### src/hdl/spc_map.svh
// Register map, field positions, reset values and the list of operating rules.
// ****************************************************************************
// Operation
// - Wall chosen whenever within 4.0V to 5.5V.
// - Wall chosen below 4.0V when highest source.
// - Unsuitable wall with USB present selects USB; the logic also needs USB highest.
// - Wall plus cell trickles; fast only when active.
// - Slave role default; master only by bit.
// - Slave takes USB when wall bad, USB highest.
// - Off to active on USB needs 4.0V.
// - USB capped 100mA or 500mA; config default.
// - Role picks which 500mA bit sets threshold.
// - Excess USB current limited and flag raised.
// - Override disables limit, doubles flag threshold.
// - Suitable wall during USB use takes over.
// - Low mode trickles, suspended to hold 100mA.
// - High mode trims fast charge within 500mA.
// - USB charging only allowed in slave role.
// - Disconnect bit opens switch, cell supplies.
// - Disconnect clears on reset, UVLO, boot fail.
// - Master bit clears on reset, master exit.
// - Over-current flag rises on edge, read clears.
// - Mask bit blocks flag from interrupt line.
// - Monitoring works in both USB roles.
// ****************************************************************************
`ifndef SPC_MAP_SVH
`define SPC_MAP_SVH

// ****************************************************************************
// Register indices; byte address is four times the index.
// ****************************************************************************
`define SPC_IDX_SYSTEM_CONTROL_TWO        6'h04
`define SPC_IDX_INTERRUPT_STATUS_TWO      6'h1A
`define SPC_IDX_INTERRUPT_STATUS_TWO_MASK 6'h22
`define SPC_IDX_CHARGE_CONTROL            6'h30
`define SPC_IDX_SUPPLY_STATUS             6'h31

// ****************************************************************************
// Field positions.
// ****************************************************************************
`define SPC_BIT_USB_DISCONNECT            14
`define SPC_BIT_HOST_ROLE                 13
`define SPC_BIT_HOST_HIGH                 11
`define SPC_BIT_DEVICE_HIGH               9
`define SPC_BIT_OVERCURRENT               10
`define SPC_BIT_FAST_REQUEST              0
`define SPC_BIT_LIMIT_OVERRIDE            1

// ****************************************************************************
// Reset values and counts.
// ****************************************************************************
`define SPC_RST_SYSTEM_CONTROL_TWO        16'h0000
`define SPC_RST_MASK                      16'h0000
`define SPC_RST_CHARGE_CONTROL            16'h0000
`define SPC_STRAP_WAIT                    2'h3

`endif

### src/hdl/spc_pkg.sv
// Types shared by the supply control block.
package spc_pkg;

  typedef enum logic [2:0] {
    SUP_CELL = 3'b001,
    SUP_WALL = 3'b010,
    SUP_USB  = 3'b100
  } spc_supply_t;

  typedef enum logic [1:0] {
    RESP_OKAY   = 2'h0,
    RESP_SLVERR = 2'h2
  } spc_resp_t;

endpackage

### src/hdl/spc_sync.sv
// Two-stage synchroniser for a vector of independent level inputs.
module spc_sync #(
  parameter int W = 1
) (
  // Clock and reset.
  input  wire logic         clk,
  input  wire logic         nrst,
  // Levels.
  input  wire logic [W-1:0] din,
  output logic      [W-1:0] dout
);

  logic [W-1:0] meta_reg;

  initial begin
    if (W < 1) begin
      $error("spc_sync width must be at least one");
    end
  end

  always_ff @(posedge clk) begin
    if (!nrst) begin
      meta_reg <= '0;
      dout     <= '0;
    end else begin
      meta_reg <= din;
      dout     <= meta_reg;
    end
  end

endmodule

### src/hdl/spc_top.sv
// Supply source selection and USB power control with an AXI4-Lite register port.
//
// The AXI4-Lite slave port is this design's own decision.
`include "spc_map.svh"

module spc_top #(
  parameter int ADDR_W  = 8,
  parameter int LEVEL_W = 4
) (
  // Clock and reset.
  input  wire logic               CLOCK,
  input  wire logic               NRST,
  // AXI4-Lite write address.
  input  wire logic [ADDR_W-1:0]  AWADDR,
  input  wire logic               AWVALID,
  output logic                    AWREADY,
  // AXI4-Lite write data.
  input  wire logic [31:0]        WDATA,
  input  wire logic [3:0]         WSTRB,
  input  wire logic               WVALID,
  output logic                    WREADY,
  // AXI4-Lite write response.
  output logic [1:0]              BRESP,
  output logic                    BVALID,
  input  wire logic               BREADY,
  // AXI4-Lite read address.
  input  wire logic [ADDR_W-1:0]  ARADDR,
  input  wire logic               ARVALID,
  output logic                    ARREADY,
  // AXI4-Lite read data.
  output logic [31:0]             RDATA,
  output logic [1:0]              RRESP,
  output logic                    RVALID,
  input  wire logic               RREADY,
  // Supply comparator levels.
  input  wire logic               WALL_IN_RANGE,
  input  wire logic               WALL_HIGHEST,
  input  wire logic               USB_PRESENT,
  input  wire logic               USB_HIGHEST,
  input  wire logic               USB_ABOVE_4V0,
  input  wire logic               CELL_SUPPLY_PIN_OK,
  input  wire logic               PREF_BELOW_UVLO,
  input  wire logic               BOOT_HYST_FAIL,
  // USB current comparator levels.
  input  wire logic               USB_OVER_100,
  input  wire logic               USB_OVER_200,
  input  wire logic               USB_OVER_500,
  input  wire logic               USB_OVER_1000,
  // Power state and straps.
  input  wire logic               USB_ROLE_DROP,
  input  wire logic               CONFIG_USB_HIGH,
  input  wire logic               STATE_ACTIVE,
  input  wire logic               WAKE_REQUEST,
  // Supply and charger controls.
  output logic                    SEL_WALL,
  output logic                    SEL_USB,
  output logic                    SEL_CELL,
  output logic                    USB_SWITCH_ON,
  output logic                    USB_SOURCING,
  output logic                    USB_LIMIT_ON,
  output logic                    USB_HIGH_MODE,
  output logic                    WAKE_PERMIT,
  output logic                    TRICKLE_EN,
  output logic                    FAST_EN,
  output logic [LEVEL_W-1:0]      FAST_LEVEL,
  // Interrupt.
  output logic                    USB_IRQ
);

  initial begin
    if (ADDR_W < 8 || ADDR_W > 32) begin
      $error("spc_top ADDR_W must be between 8 and 32");
    end
    if (LEVEL_W < 1 || LEVEL_W > 8) begin
      $error("spc_top LEVEL_W must be between 1 and 8");
    end
  end

  // ****************************************************************************
  // Input synchronisers.
  // ****************************************************************************
  logic [15:0] pins_raw;
  logic [15:0] pins;

  assign pins_raw = {WAKE_REQUEST, STATE_ACTIVE, CONFIG_USB_HIGH, USB_ROLE_DROP,
                     USB_OVER_1000, USB_OVER_500, USB_OVER_200, USB_OVER_100,
                     BOOT_HYST_FAIL, PREF_BELOW_UVLO, CELL_SUPPLY_PIN_OK, USB_ABOVE_4V0,
                     USB_HIGHEST, USB_PRESENT, WALL_HIGHEST, WALL_IN_RANGE};

  spc_sync #(
    .W (16)
  ) u_sync (
    .clk  (CLOCK),
    .nrst (NRST),
    .din  (pins_raw),
    .dout (pins)
  );

  wire wall_in_range = pins[0];
  wire wall_highest  = pins[1];
  wire usb_present   = pins[2];
  wire usb_highest   = pins[3];
  wire usb_above_4v0 = pins[4];
  wire cell_ok       = pins[5];
  wire below_uvlo    = pins[6];
  wire boot_fail     = pins[7];
  wire over_100      = pins[8];
  wire over_200      = pins[9];
  wire over_500      = pins[10];
  wire over_1000     = pins[11];
  wire role_drop     = pins[12];
  wire cfg_high      = pins[13];
  wire state_active  = pins[14];
  wire wake_request  = pins[15];

  // ****************************************************************************
  // Register state.
  // ****************************************************************************
  logic [15:0]         ctrl_reg;
  logic [15:0]         mask_reg;
  logic [15:0]         chg_reg;
  logic                flag_reg;
  logic                over_prev_reg;
  logic [1:0]          strap_cnt_reg;
  logic                host_role_reg;
  spc_pkg::spc_supply_t supply_reg;
  spc_pkg::spc_supply_t supply_next;
  logic [LEVEL_W-1:0]  level_reg;

  wire usb_disconnect = ctrl_reg[`SPC_BIT_USB_DISCONNECT];
  wire host_role_bit  = ctrl_reg[`SPC_BIT_HOST_ROLE];
  wire host_high      = ctrl_reg[`SPC_BIT_HOST_HIGH];
  wire device_high    = ctrl_reg[`SPC_BIT_DEVICE_HIGH];
  wire fast_request   = chg_reg[`SPC_BIT_FAST_REQUEST];
  wire limit_override = chg_reg[`SPC_BIT_LIMIT_OVERRIDE];
  wire flag_mask      = mask_reg[`SPC_BIT_OVERCURRENT];

  // ****************************************************************************
  // AXI4-Lite slave handshakes.
  // ****************************************************************************
  logic              aw_full_reg;
  logic              w_full_reg;
  logic [ADDR_W-1:0] aw_addr_reg;
  logic [31:0]       w_data_reg;
  logic [3:0]        w_strb_reg;

  wire aw_take = AWVALID & AWREADY;
  wire w_take  = WVALID & WREADY;
  wire ar_take = ARVALID & ARREADY;
  wire do_write = aw_full_reg & w_full_reg & ~BVALID;

  wire [5:0] w_idx = aw_addr_reg[7:2];
  wire [5:0] r_idx = ARADDR[7:2];
  wire w_hi_zero = (ADDR_W > 8) ? (aw_addr_reg >> 8) == '0 : 1'b1;
  wire r_hi_zero = (ADDR_W > 8) ? (ARADDR >> 8) == '0 : 1'b1;

  wire w_ctrl = w_hi_zero & (w_idx == `SPC_IDX_SYSTEM_CONTROL_TWO);
  wire w_stat = w_hi_zero & (w_idx == `SPC_IDX_INTERRUPT_STATUS_TWO);
  wire w_mask = w_hi_zero & (w_idx == `SPC_IDX_INTERRUPT_STATUS_TWO_MASK);
  wire w_chg  = w_hi_zero & (w_idx == `SPC_IDX_CHARGE_CONTROL);
  wire w_sts  = w_hi_zero & (w_idx == `SPC_IDX_SUPPLY_STATUS);
  wire w_hit  = w_ctrl | w_stat | w_mask | w_chg | w_sts;

  wire r_ctrl = r_hi_zero & (r_idx == `SPC_IDX_SYSTEM_CONTROL_TWO);
  wire r_stat = r_hi_zero & (r_idx == `SPC_IDX_INTERRUPT_STATUS_TWO);
  wire r_mask = r_hi_zero & (r_idx == `SPC_IDX_INTERRUPT_STATUS_TWO_MASK);
  wire r_chg  = r_hi_zero & (r_idx == `SPC_IDX_CHARGE_CONTROL);
  wire r_sts  = r_hi_zero & (r_idx == `SPC_IDX_SUPPLY_STATUS);
  wire r_hit  = r_ctrl | r_stat | r_mask | r_chg | r_sts;

  // Only the low two byte lanes carry register bits.
  wire [15:0] lane_mask = {{8{w_strb_reg[1]}}, {8{w_strb_reg[0]}}};
  wire [15:0] ctrl_wr   = (ctrl_reg & ~lane_mask) | (w_data_reg[15:0] & lane_mask);
  wire [15:0] mask_wr   = (mask_reg & ~lane_mask) | (w_data_reg[15:0] & lane_mask);
  wire [15:0] chg_wr    = (chg_reg & ~lane_mask) | (w_data_reg[15:0] & lane_mask);
  wire [15:0] ctrl_keep = 16'h4000 | 16'h2000 | 16'h0800 | 16'h0200;
  wire [15:0] chg_keep  = 16'h0003;

  wire [15:0] stat_view = 16'({flag_reg} << `SPC_BIT_OVERCURRENT);
  wire [15:0] sts_view  = {6'h00, level_reg[LEVEL_W-1:0] == '1, FAST_EN, TRICKLE_EN,
                           USB_LIMIT_ON, USB_HIGH_MODE, host_role_reg,
                           supply_reg[2], supply_reg[1], supply_reg[0], USB_IRQ};
  wire [15:0] r_word    = r_ctrl ? ctrl_reg :
                          r_stat ? stat_view :
                          r_mask ? mask_reg :
                          r_chg  ? chg_reg :
                          r_sts  ? sts_view : 16'h0000;

  always_ff @(posedge CLOCK) begin
    if (!NRST) begin
      AWREADY     <= 1'b0;
      WREADY      <= 1'b0;
      aw_full_reg <= 1'b0;
      w_full_reg  <= 1'b0;
      aw_addr_reg <= '0;
      w_data_reg  <= 32'h0000_0000;
      w_strb_reg  <= 4'h0;
      BVALID      <= 1'b0;
      BRESP       <= spc_pkg::RESP_OKAY;
    end else begin
      AWREADY <= AWVALID & ~AWREADY & ~aw_full_reg & ~BVALID;
      WREADY  <= WVALID & ~WREADY & ~w_full_reg & ~BVALID;
      if (aw_take) begin
        aw_full_reg <= 1'b1;
        aw_addr_reg <= AWADDR;
      end else if (do_write) begin
        aw_full_reg <= 1'b0;
      end
      if (w_take) begin
        w_full_reg <= 1'b1;
        w_data_reg <= WDATA;
        w_strb_reg <= WSTRB;
      end else if (do_write) begin
        w_full_reg <= 1'b0;
      end
      if (do_write) begin
        BVALID <= 1'b1;
        BRESP  <= w_hit ? spc_pkg::RESP_OKAY : spc_pkg::RESP_SLVERR;
      end else if (BREADY) begin
        BVALID <= 1'b0;
      end
    end
  end

  always_ff @(posedge CLOCK) begin
    if (!NRST) begin
      ARREADY <= 1'b0;
      RVALID  <= 1'b0;
      RDATA   <= 32'h0000_0000;
      RRESP   <= spc_pkg::RESP_OKAY;
    end else begin
      ARREADY <= ARVALID & ~ARREADY & ~RVALID;
      if (ar_take) begin
        RVALID <= 1'b1;
        RDATA  <= {16'h0000, r_word};
        RRESP  <= r_hit ? spc_pkg::RESP_OKAY : spc_pkg::RESP_SLVERR;
      end else if (RREADY) begin
        RVALID <= 1'b0;
      end
    end
  end

  // ****************************************************************************
  // Control registers.
  // ****************************************************************************
  wire role_exit = host_role_reg & role_drop;
  wire strap_now = strap_cnt_reg == `SPC_STRAP_WAIT;

  // Hardware clears are applied after the software write so they always win.
  always_ff @(posedge CLOCK) begin
    if (!NRST) begin
      ctrl_reg      <= `SPC_RST_SYSTEM_CONTROL_TWO;
      mask_reg      <= `SPC_RST_MASK;
      chg_reg       <= `SPC_RST_CHARGE_CONTROL;
      strap_cnt_reg <= 2'h0;
    end else begin
      if (!strap_now) begin
        strap_cnt_reg <= strap_cnt_reg + 2'h1;
      end
      if (do_write && w_ctrl) begin
        ctrl_reg <= ctrl_wr & ctrl_keep;
      end
      if (do_write && w_mask) begin
        mask_reg <= mask_wr & (16'h0001 << `SPC_BIT_OVERCURRENT);
      end
      if (do_write && w_chg) begin
        chg_reg <= chg_wr & chg_keep;
      end
      // The strap is caught once the synchroniser has settled after release.
      if (strap_cnt_reg == `SPC_STRAP_WAIT - 2'h1) begin
        ctrl_reg[`SPC_BIT_DEVICE_HIGH] <= cfg_high;
      end
      if (below_uvlo || boot_fail) begin
        ctrl_reg[`SPC_BIT_USB_DISCONNECT] <= 1'b0;
        ctrl_reg[`SPC_BIT_DEVICE_HIGH]    <= 1'b0;
      end
      if (role_exit) begin
        ctrl_reg[`SPC_BIT_HOST_ROLE] <= 1'b0;
      end
    end
  end

  // ****************************************************************************
  // Role and supply selection.
  // ****************************************************************************
  wire wall_ok   = wall_in_range | wall_highest;
  wire usb_avail = usb_present & ~usb_disconnect & ~host_role_reg;
  wire high_mode = host_role_reg ? host_high : device_high;

  always_comb begin
    supply_next = spc_pkg::SUP_CELL;
    case (supply_reg)
      spc_pkg::SUP_WALL, spc_pkg::SUP_USB, spc_pkg::SUP_CELL: begin
        if (wall_ok) begin
          supply_next = spc_pkg::SUP_WALL;
        end else if (usb_avail && usb_highest) begin
          supply_next = spc_pkg::SUP_USB;
        end else begin
          supply_next = spc_pkg::SUP_CELL;
        end
      end
      default: begin
        supply_next = spc_pkg::SUP_CELL;
      end
    endcase
  end

  wire sel_usb_next  = supply_next == spc_pkg::SUP_USB;
  wire sel_wall_next = supply_next == spc_pkg::SUP_WALL;

  always_ff @(posedge CLOCK) begin
    if (!NRST) begin
      supply_reg    <= spc_pkg::SUP_CELL;
      host_role_reg <= 1'b0;
    end else begin
      supply_reg <= supply_next;
      if (role_exit) begin
        host_role_reg <= 1'b0;
      end else if (host_role_bit) begin
        host_role_reg <= 1'b1;
      end
    end
  end

  // ****************************************************************************
  // Current monitoring and charging.
  // ****************************************************************************
  // Monitoring runs in either role; the override doubles the event threshold.
  wire usb_over = high_mode ? (limit_override ? over_1000 : over_500)
                            : (limit_override ? over_200 : over_100);
  wire usb_in_use = ~usb_disconnect & (host_role_reg | (supply_reg == spc_pkg::SUP_USB));
  wire over_event = usb_in_use & usb_over;
  wire flag_read  = ar_take & r_stat;
  wire usb_charge = sel_usb_next & ~host_role_reg;
  wire trickle_ok = ~(~high_mode & over_100);
  wire fast_room  = ~high_mode | ~over_500;

  always_ff @(posedge CLOCK) begin
    if (!NRST) begin
      over_prev_reg <= 1'b0;
      flag_reg      <= 1'b0;
    end else begin
      over_prev_reg <= over_event;
      // A new edge in the same cycle as the clearing read keeps the flag set.
      if (over_event && !over_prev_reg) begin
        flag_reg <= 1'b1;
      end else if (flag_read) begin
        flag_reg <= 1'b0;
      end
    end
  end

  // The fast level walks one step per cycle, trading speed for a simple loop.
  always_ff @(posedge CLOCK) begin
    if (!NRST) begin
      level_reg <= '0;
    end else if (!(usb_charge && high_mode)) begin
      level_reg <= '1;
    end else if (over_500) begin
      if (level_reg != '0) begin
        level_reg <= level_reg - 1'b1;
      end
    end else if (fast_room && level_reg != '1) begin
      level_reg <= level_reg + 1'b1;
    end
  end

  // ****************************************************************************
  // Output flip-flops.
  // ****************************************************************************
  always_ff @(posedge CLOCK) begin
    if (!NRST) begin
      SEL_WALL      <= 1'b0;
      SEL_USB       <= 1'b0;
      SEL_CELL      <= 1'b1;
      USB_SWITCH_ON <= 1'b0;
      USB_SOURCING  <= 1'b0;
      USB_LIMIT_ON  <= 1'b0;
      USB_HIGH_MODE <= 1'b0;
      WAKE_PERMIT   <= 1'b0;
      TRICKLE_EN    <= 1'b0;
      FAST_EN       <= 1'b0;
      FAST_LEVEL    <= '0;
      USB_IRQ       <= 1'b0;
    end else begin
      SEL_WALL      <= sel_wall_next;
      SEL_USB       <= sel_usb_next;
      SEL_CELL      <= supply_next == spc_pkg::SUP_CELL;
      USB_SWITCH_ON <= ~usb_disconnect & (sel_usb_next | host_role_reg);
      USB_SOURCING  <= host_role_reg & ~usb_disconnect;
      USB_LIMIT_ON  <= usb_in_use & ~limit_override;
      USB_HIGH_MODE <= high_mode;
      WAKE_PERMIT   <= wake_request & ~(sel_usb_next & ~usb_above_4v0);
      TRICKLE_EN    <= cell_ok & (sel_wall_next | (usb_charge & trickle_ok));
      FAST_EN       <= cell_ok & state_active & fast_request
                       & (sel_wall_next | (usb_charge & high_mode));
      FAST_LEVEL    <= level_reg;
      USB_IRQ       <= (flag_reg & ~flag_read) & ~flag_mask;
    end
  end

endmodule

### config.mk
export PLATFORM = sky130hd
export DESIGN_NAME = spc_top
export DESIGN_NICKNAME = d
export VERILOG_FILES = /design/src/hdl/spc_pkg.sv /design/src/hdl/spc_sync.sv /design/src/hdl/spc_top.sv
export VERILOG_INCLUDE_DIRS = /design/src /design/src/hdl
export SDC_FILE = /design/constraint.sdc
export NUM_CORES = 1
export LEC_CHECK = 0
export BUFFER_PORTS_ARGS = -buffer_cell sky130_fd_sc_hd__buf_2
export CAP_MARGIN = 20
export CORE_ASPECT_RATIO = 1.4
export CORE_MARGIN = 2
export CORE_UTILIZATION = 25
export DETAILED_ROUTE_END_ITERATION = 16
export GPL_TIMING_DRIVEN = 0
export PLACE_DENSITY = 0.5
export SLEW_MARGIN = 20
export SYNTH_ARGS = -nofsm -noshare
export SYNTH_HDL_FRONTEND = slang
export SYNTH_SLANG_ARGS = --single-unit
### constraint.sdc
create_clock -name CLOCK -period 2.1 [get_ports CLOCK]
set_clock_uncertainty 0.05 [all_clocks]
set_input_delay 0.105 -clock CLOCK [delete_from_list [all_inputs] [get_ports CLOCK]]
set_output_delay 0.105 -clock CLOCK [all_outputs]
set_load 0.005 [all_outputs]
Word level (Yosys, flattened, before mapping)
Cells that the tools add are included.

storage, ports and cells
  register bits after elaboration = 118
  output and inout bits = 56
  logic and storage cells = 187

operators by class
  add/subtract/negate cells = 3
  equality and inequality tests = 22
  multiplexer cells = 29
  bitwise operators = 74
  reductions and logical operators = 20

operators by type and width
  kind                                                 number
  equality test 6 bit, second input constant           6
  AND 1 bit                                            34
  AND 15 bit                                           2
  2-to-1 mux 10 bit                                    3
  2-to-1 mux 11 bit                                    2
  NOT 1 bit                                            18
  2-to-1 mux 4 bit                                     4
  2-to-1 mux 15 bit                                    1
  NOT 15 bit                                           1
  OR 15 bit                                            1
  2-to-1 mux 1 bit                                     14
  OR 1 bit                                             14
  equality test 6 x 3 -> 1 bit, second input constant  2
  equality test 6 x 5 -> 1 bit, second input constant  2
  nonzero test 2 bit                                   6
  AND 11 bit                                           1
  OR 11 bit                                            1
  2-to-1 mux 3 bit                                     3
  logical AND 1 bit                                    7
  equality test 3 x 1 -> 1 bit, second input constant  2
  equality test 3 x 2 -> 1 bit, second input constant  2
  equality test 3 bit, second input constant           2
  adder 4 x 1 -> 4 bit, second input constant          1
  equality test 2 bit, second input constant           2
  15 further kinds                                     17

Depth between registers and ports, before layout
Gate-level depths: netlist of run 1.

  depth in word-level cells = 12
  gate-level depth with buffers = 5

Modules after synthesis
Synthesis of run 1 repeated with hierarchy kept, for this count alone.

unflattened totals
  cell total of the unflattened synthesis = 406
  area total of the unflattened synthesis = 3,947.5 um2

by module, submodules not included
  module    times used  cells each  area an instance (um2)  seq. area each (um2)
  spc_top   1           339         3,051.7                 1,441.4
  spc_sync  1           67          895.9                   640.6

Worst setup path before layout of run 1
OpenSTA, ideal clock, no wires.

  kind = flip-flop to flip-flop
  start point = reg u_sync.dout[10]
  end point = reg level_reg[2]
  setup time = 0.120 ns
  arrival = 1.409 ns
  data required time = 1.930 ns
  setup slack = 0.521 ns
  cell stages (with the launch flop) = 6
  buffers on the path = 0
  path through = dfxtp_1 > inv_1 > fa_1 > xor2_1 > nor3_1 > o31a_1

between the ends
  longest elaborated chain between the ends = 5
  elaborated cells between the ends (all ways) = 8
  classes of those cells = eq/ne (2); mux (2); bitwise (2); reduce/logical (2)

RTL lines
  what                                             RTL line        source
  from (decl)                                      spc_sync.sv:10  output logic [W-1:0] dout
  from (signal assigned)                           spc_sync.sv:27  dout <= meta_reg;
  NOT 1 bit                                        spc_top.sv:336  wire fast_room = ~high_mode | ~over_500;
  OR 1 bit                                         spc_top.sv:336
  logical AND 1 bit                                spc_top.sv:363  end else if (fast_room && level_reg != '1) begin
  inequality test 3 x 1 -> 1 bit (no source line)  --
  AND reduction 2 bit (no source line)             --
  to (signal assigned)                             spc_top.sv:361  level_reg <= level_reg - 1'b1;
  to (signal assigned)                             spc_top.sv:364  level_reg <= level_reg + 1'b1;
  to (decl)                                        spc_top.sv:128  logic [LEVEL_W-1:0] level_reg;

Parallel ways exist; a longest one is shown, timed or not.
A chain may end at the register's enable or synchronous reset.

Worst setup path in the final report of run 1
Ends and elaborated chain as after synthesis.

==> results of run 1 <==
## metal layers
| metal | vias to the layer above | share of wire [%] | global-route usage [%] |
|---|---|---|---|
| met5 | - | 0.11 | 0 |
| met2 | 67 | 53 | 21.6 |
| met1 | 1456 | 41 | 13.8 |
| met3 | 14 | 4.4 | 2.78 |
| met4 | 2 | 2.0 | 5.06 |
| li1 | 1628 | - | - |
## cells by family (layout without fill, tap and decap cells)
kind of cell	Yosys count	count (layout)
fa+ha+maj	5	5
simple gates	160	160
other cells	1	20
mux	11	11
buf+inv	49	176
xor+xnor	5	5
flops	104	104
compound gates	72	72
## metrics by stage
step | std cells | power (uW) | setup WS, ps
after floorplan | 426 | 2330 | 521
after global placement | 699 | 2450 | 333
after detailed placement | 699 | 2460 | 323
after CTS | 749 | 4090 | 298
after global routing | 749 | 4250 | 227
final | 749 | 4050 | 294
## worst max-delay path: cells and delay by family (launching register included)
family,cells,cell delay (ps)
AOI/OAI and AO/OA,1,270
DFF,1,530
adders and majority gates,1,470
and+or+nand+nor,1,60
xor gates and xnor gates,1,180
buffers and inverters,1,150
## cells in the final DEF (no fill, tap or decap), types with 3 or more instances in the layout
cell type	n
a21oi_1	28
a22o_1	6
a31oi_1	3
and2_1	40
and2_2	4
buf_1	3
buf_2	79
buf_4	20
clkbuf_1	12
clkbuf_16	9
conb_1	20
dfxtp_1	104
dlygate4sd3_1	34
ha_1	4
inv_1	11
mux2i_1	11
nand2_1	44
nand3_1	11
nor2_1	29
nor2b_1	4
nor3b_1	3
nor4b_1	3
o21ai_0	13
o311ai_0	3
xor2_1	3
## timing repair
| item | CTS | global route |
|---|---|---|
| resized for setup | 0 | 0 |
| hold buffers | 34 | 0 |
| endpoints found under the setup margin | 0 | 0 |
| hold endpoints to repair | 34 | 0 |
## area by class of cell
cell class              count  area, sq um  area share, %
plain buffers              38          229           4.37
clock buffers              10          229           4.37
clock inverters             6         50.0          0.955
inverters                  11         41.3          0.788
multi-input cells         273         1640           31.3
flip-flops and latches    104         2080           39.7
well taps                 196          245           4.68
repair buffers            111          726           13.8
## final timing paths
kind	from	endpoint	slack, ps	cells past startpoint
hold / removal	BREADY	BVALID	20	4
setup / recovery	u_sync.dout[10]	level_reg[2]	290	5
hold reg to reg	over_prev_reg	flag_reg	360	1
setup reg to reg	u_sync.dout[10]	level_reg[2]	290	5
## power by group
part	leakage, uW	internal [uW]	switching, uW
clock network	0.000141	824	764
logic	0.00133	188	176
registers	0.000851	2050	48.4
total	0.00232	3060	989
==> results.ini, run 1 <==
[outcome]
status = complete, no violations

[synth]
synthFlopType = dfxtp_1
synth.avg_cell_area_sq_um = 9.63
synthMuxAreaShare_pct = 2.81
synth_edf_count = 0
synthCells = 407
synth_compound_area_share_pct = 12.0
synthMostInstantiatedCell = dfxtp_1
synth_simple_gate_area_share_pct = 22.2
synth_seq_cells = 104
synth.distinct_cells = 59
synth_top_area_share_pct = 53.1
synth_seq_area_share_pct = 53.1
synth_top_family_by_area = simple AND/OR/NAND/NOR gates
ys_top_cells_by_area = dfxtp_1 (53%), and2_1 (6.4%), nand2_1 (4.2%)
synthAdderAreaFrac_pct = 1.79
synth_xor_area_share_pct = 1.12
yosys-top-cells-count = dfxtp_1 (104), nand2_1 (44), and2_1 (40)
yosys.area.top_type = dfxtp_1
synth_area_sq_mm = 0.00392
yosysWarnings = 0
async_flop_share_pct = 0

[finish]
syn_to_final_growth_pct = 33.7
final_area_sq_mm = 0.00524
num-nets-final = 628
drive_gt1_share_pct = 23.1
antenna_cells = 0
fin_util_pct = 33.9
n_fill_cell = 1595

[die]
core_sq_mm = 0.0155
fp.dieArea_sq_mm = 0.0167
die_h_microns = 152
ios = 131
initial_core_util_pct = 25.3
die_w_microns = 110
rows = 54

[route]
firstDrtPassIters = 5
vias_per_cell = 4.23
wl_per_cell_microns = 13.0
drc = 0
drt_wl_total_microns = 9720
num_vias = 3167
ant_nets = 0
drtIter0Drc = 109

[min_path]
min_path_type = in2reg

[cts]
cts_max_level = 3
clk_path_buf_depth = 2
cts_tree = built
clockRootBuffer = clkbuf_16
cts.sinks = 104
clkSlewWorstSetupHoldPaths_ps = 70
numCtsBuffers = 9
clk_latency_ps = 350
post-cts-setup-buffers = 0

[power]
total_leakage_power_uw = 0.00232
peakVddDrop_uv = 303
power_density_mw_per_mm2 = 772

[placed_design]
dpl_cell_area_sq_mm = 0.00462
gp_congestion = 0.814
hpwl_microns = 7370
port_buffers = 77

[sta]
worst_pin_slew_ps = 669
setup_viol = 0
timing.fmax_ghz = 0.554
period_minus_slack_ps = 1810
finalCritPeriodShare_pct = 86.0
tns_ps = 0
hold_slack_ps = 21.1
relSlewSlack_pct = 55.4
slew_viol_final = 0
hold_violations = 0
rsz0062_at_grt = false

[critical_path]
cp.arrival_ps = 2000
crit_type = reg2reg
crit_path_max_fanout = 9
crit_path_start_kind = flop
critical_path.cell_chain = inv_1, fa_1, xor2_1, nor3_1, o31a_1
cp_slowest_stage_delay_ps = 530
end_kind = flop
critPathRequiredTime_ps = 2290
cp_slowest_cell = dfxtp_1

[flow_run]
maxCapViolCount = 0

[global_route]
antenna_found_initial = 1
grt_pass1_vias = 3129
grt_pass1_wl_microns = 15800
grt_usage_pct = 12.3
grt-ovfl-total = 0
grt_max_degree = 19

Note: power is estimated with default switching activity, not from simulation.
==> run 2: changes to the inputs <==
--- a/config.mk
+++ b/config.mk
@@ -13,7 +13,7 @@
 export CORE_UTILIZATION = 25
 export DETAILED_ROUTE_END_ITERATION = 16
 export GPL_TIMING_DRIVEN = 0
-export PLACE_DENSITY = 0.5
+export PLACE_DENSITY_LB_ADDON = 0.1
 export SLEW_MARGIN = 20
 export SYNTH_ARGS = -nofsm -noshare
 export SYNTH_HDL_FRONTEND = slang
==> run 2 against run 1 <==
Compared with the run above:
- design area up 0.53%
- via count up 0.82%
- die area unchanged
- sequential power about the same
- flip-flop and latch count unchanged
- wire length up 1.8%
- non-clock buffer count unchanged
==> results.ini, run 2 (synthesized netlist as in run 1, its figures left out) <==
[outcome]
status = complete, no violations

[global_route]
grt_max_degree = 18  ; -1
grt_usage_pct = 12.5  ; +0.26 points
grt_pass1_vias = 3062  ; -2.1%
antenna_found_initial = 0  ; -1
grt_pass1_wl_microns = 15900  ; +0.74%
grt-ovfl-total = 0  ; unchanged

[cts]
clkSlewWorstSetupHoldPaths_ps = 70  ; about the same
clk_path_buf_depth = 2  ; unchanged
clockRootBuffer = clkbuf_16
post-cts-setup-buffers = 0  ; unchanged
cts_resized = 0  ; unchanged
cts_max_level = 3  ; unchanged
clk_latency_ps = 340  ; about the same
cts_tree = built
numCtsBuffers = 9  ; unchanged
cts.sinks = 104  ; unchanged

[route]
firstDrtPassIters = 4  ; -1
wl_per_cell_microns = 13.2  ; +1.8%
num_vias = 3193  ; +0.82%
ant_nets = 0  ; unchanged
drc = 0  ; unchanged
vias_per_cell = 4.26  ; +0.82%
drt_wl_total_microns = 9900  ; +1.8%
drtIter0Drc = 47  ; -57%

[sta]
setup_ws_ps = 292  ; -2.12 ps
tns_ps = 0  ; unchanged
setup_viol = 0  ; unchanged
slew_viol_final = 0  ; unchanged
hold_slack_ps = 4.58  ; -16.5 ps
relSlewSlack_pct = 55.3  ; -0.12 points
rsz0062_at_grt = false
worst_pin_slew_ps = 669  ; -0.597 ps
hold_violations = 0  ; unchanged
timing.fmax_ghz = 0.553  ; -0.12%
period_minus_slack_ps = 1810  ; +2.12 ps
finalCritPeriodShare_pct = 86.1  ; +0.10 points

[flow_run]
maxCapViolCount = 0  ; unchanged

[critical_path]
critical_path.cell_chain = inv_1, fa_1, nor2_1, o21ai_0, a21oi_1
cp_slowest_cell = fa_1
crit_path_start_kind = flop
path_buf_inv = 1  ; unchanged
critical_path.top_delay_family = adder cells
critPathRequiredTime_ps = 2250  ; -40 ps
crit_path_max_fanout = 9  ; unchanged
crit_type = reg2reg
cp.arrival_ps = 1960  ; -40 ps
end_kind = flop
cp_slowest_stage_delay_ps = 580  ; +50 ps

[finish]
n_fill_cell = 1628  ; +2.1%
final_area_sq_mm = 0.00527  ; +0.53%
num-nets-final = 628  ; unchanged
final_common_cell = dfxtp_1
drive_gt1_share_pct = 23.3  ; +0.18 points
syn_to_final_growth_pct = 34.4
antenna_cells = 0  ; unchanged
final_cell_mix = dfxtp_1 (104), buf_2 (79), nand2_1 (44), and2_1 (40), dlygate4sd3_1 (34)

[placed_design]
dpl_cell_area_sq_mm = 0.00462  ; unchanged
gp_congestion = 0.768  ; -5.7%
post-place-ws_ps = 305  ; -17.9 ps
hpwl_microns = 7500  ; +1.8%
port_buffers = 77  ; unchanged

[die]
ios = 131  ; unchanged
core_sq_mm = 0.0155  ; unchanged
rows = 54  ; unchanged
fp.dieArea_sq_mm = 0.0167  ; unchanged
die_w_microns = 110  ; unchanged
die_h_microns = 152  ; unchanged
initial_core_util_pct = 25.3  ; unchanged

[power]
peakVddDrop_uv = 327  ; +8.1%
total_leakage_power_uw = 0.00232  ; +0.19%
power_density_mw_per_mm2 = 790  ; +2.4%
power_uw = 4160  ; +2.9%

[min_path]
min_path_type = in2reg

run 2: path summary, 6_finish.rpt:
check	from	end	slack (ps)	depth (start not counted)
hold reg to reg	over_prev_reg	flag_reg	360	1
hold / removal	WDATA[13]	w_data_reg[13]	5	3
setup / recovery	u_sync.dout[10]	level_reg[1]	290	5
setup reg to reg	u_sync.dout[10]	level_reg[1]	290	5
run 2: per-layer routing:
layer / routed length, microns / track usage (%) / up-vias
met2: 5240 / 22.0 / 70
li1: - / - / 1631
met4: 225 / 5.42 / 0
met1: 4010 / 14.6 / 1478
met3: 423 / 2.01 / 14
met5: 0 / 0 / -
run 2: cell type report:
class / instances / area [sq um] / share of cell area (%)
buffer: 38 / 229 / 4.35
clock buffer: 10 / 239 / 4.54
clock inverter: 6 / 67.6 / 1.28
inverter: 11 / 41.3 / 0.784
multi-input combinational: 273 / 1640 / 31.1
sequential: 104 / 2080 / 39.5
tap: 196 / 245 / 4.65
timing repair buffer: 111 / 726 / 13.8
run 2: what timing repair did:
action / CTS / global route
hold buffers: 33 / 1
endpoints found under the hold margin: 33 / 1
endpoints found under the setup margin: 0 / 0
run 2: through the flow:
stage	cells	util, %
after detailed placement	699	29.9
after floorplan	426	-
after global routing	749	34.1
after CTS	748	34.0
after global placement	699	29.9
final	749	34.1
run 2: where the power goes:
group / internal [uW] / switching, uW
registers: 2050 / 50.0
logic: 187 / 175
clock network: 961 / 744
total: 3190 / 969
run 2: tightest hold or removal path: stages:
cell and delay, ps:
buf_2 100, nand2_1 80, a21oi_1 70
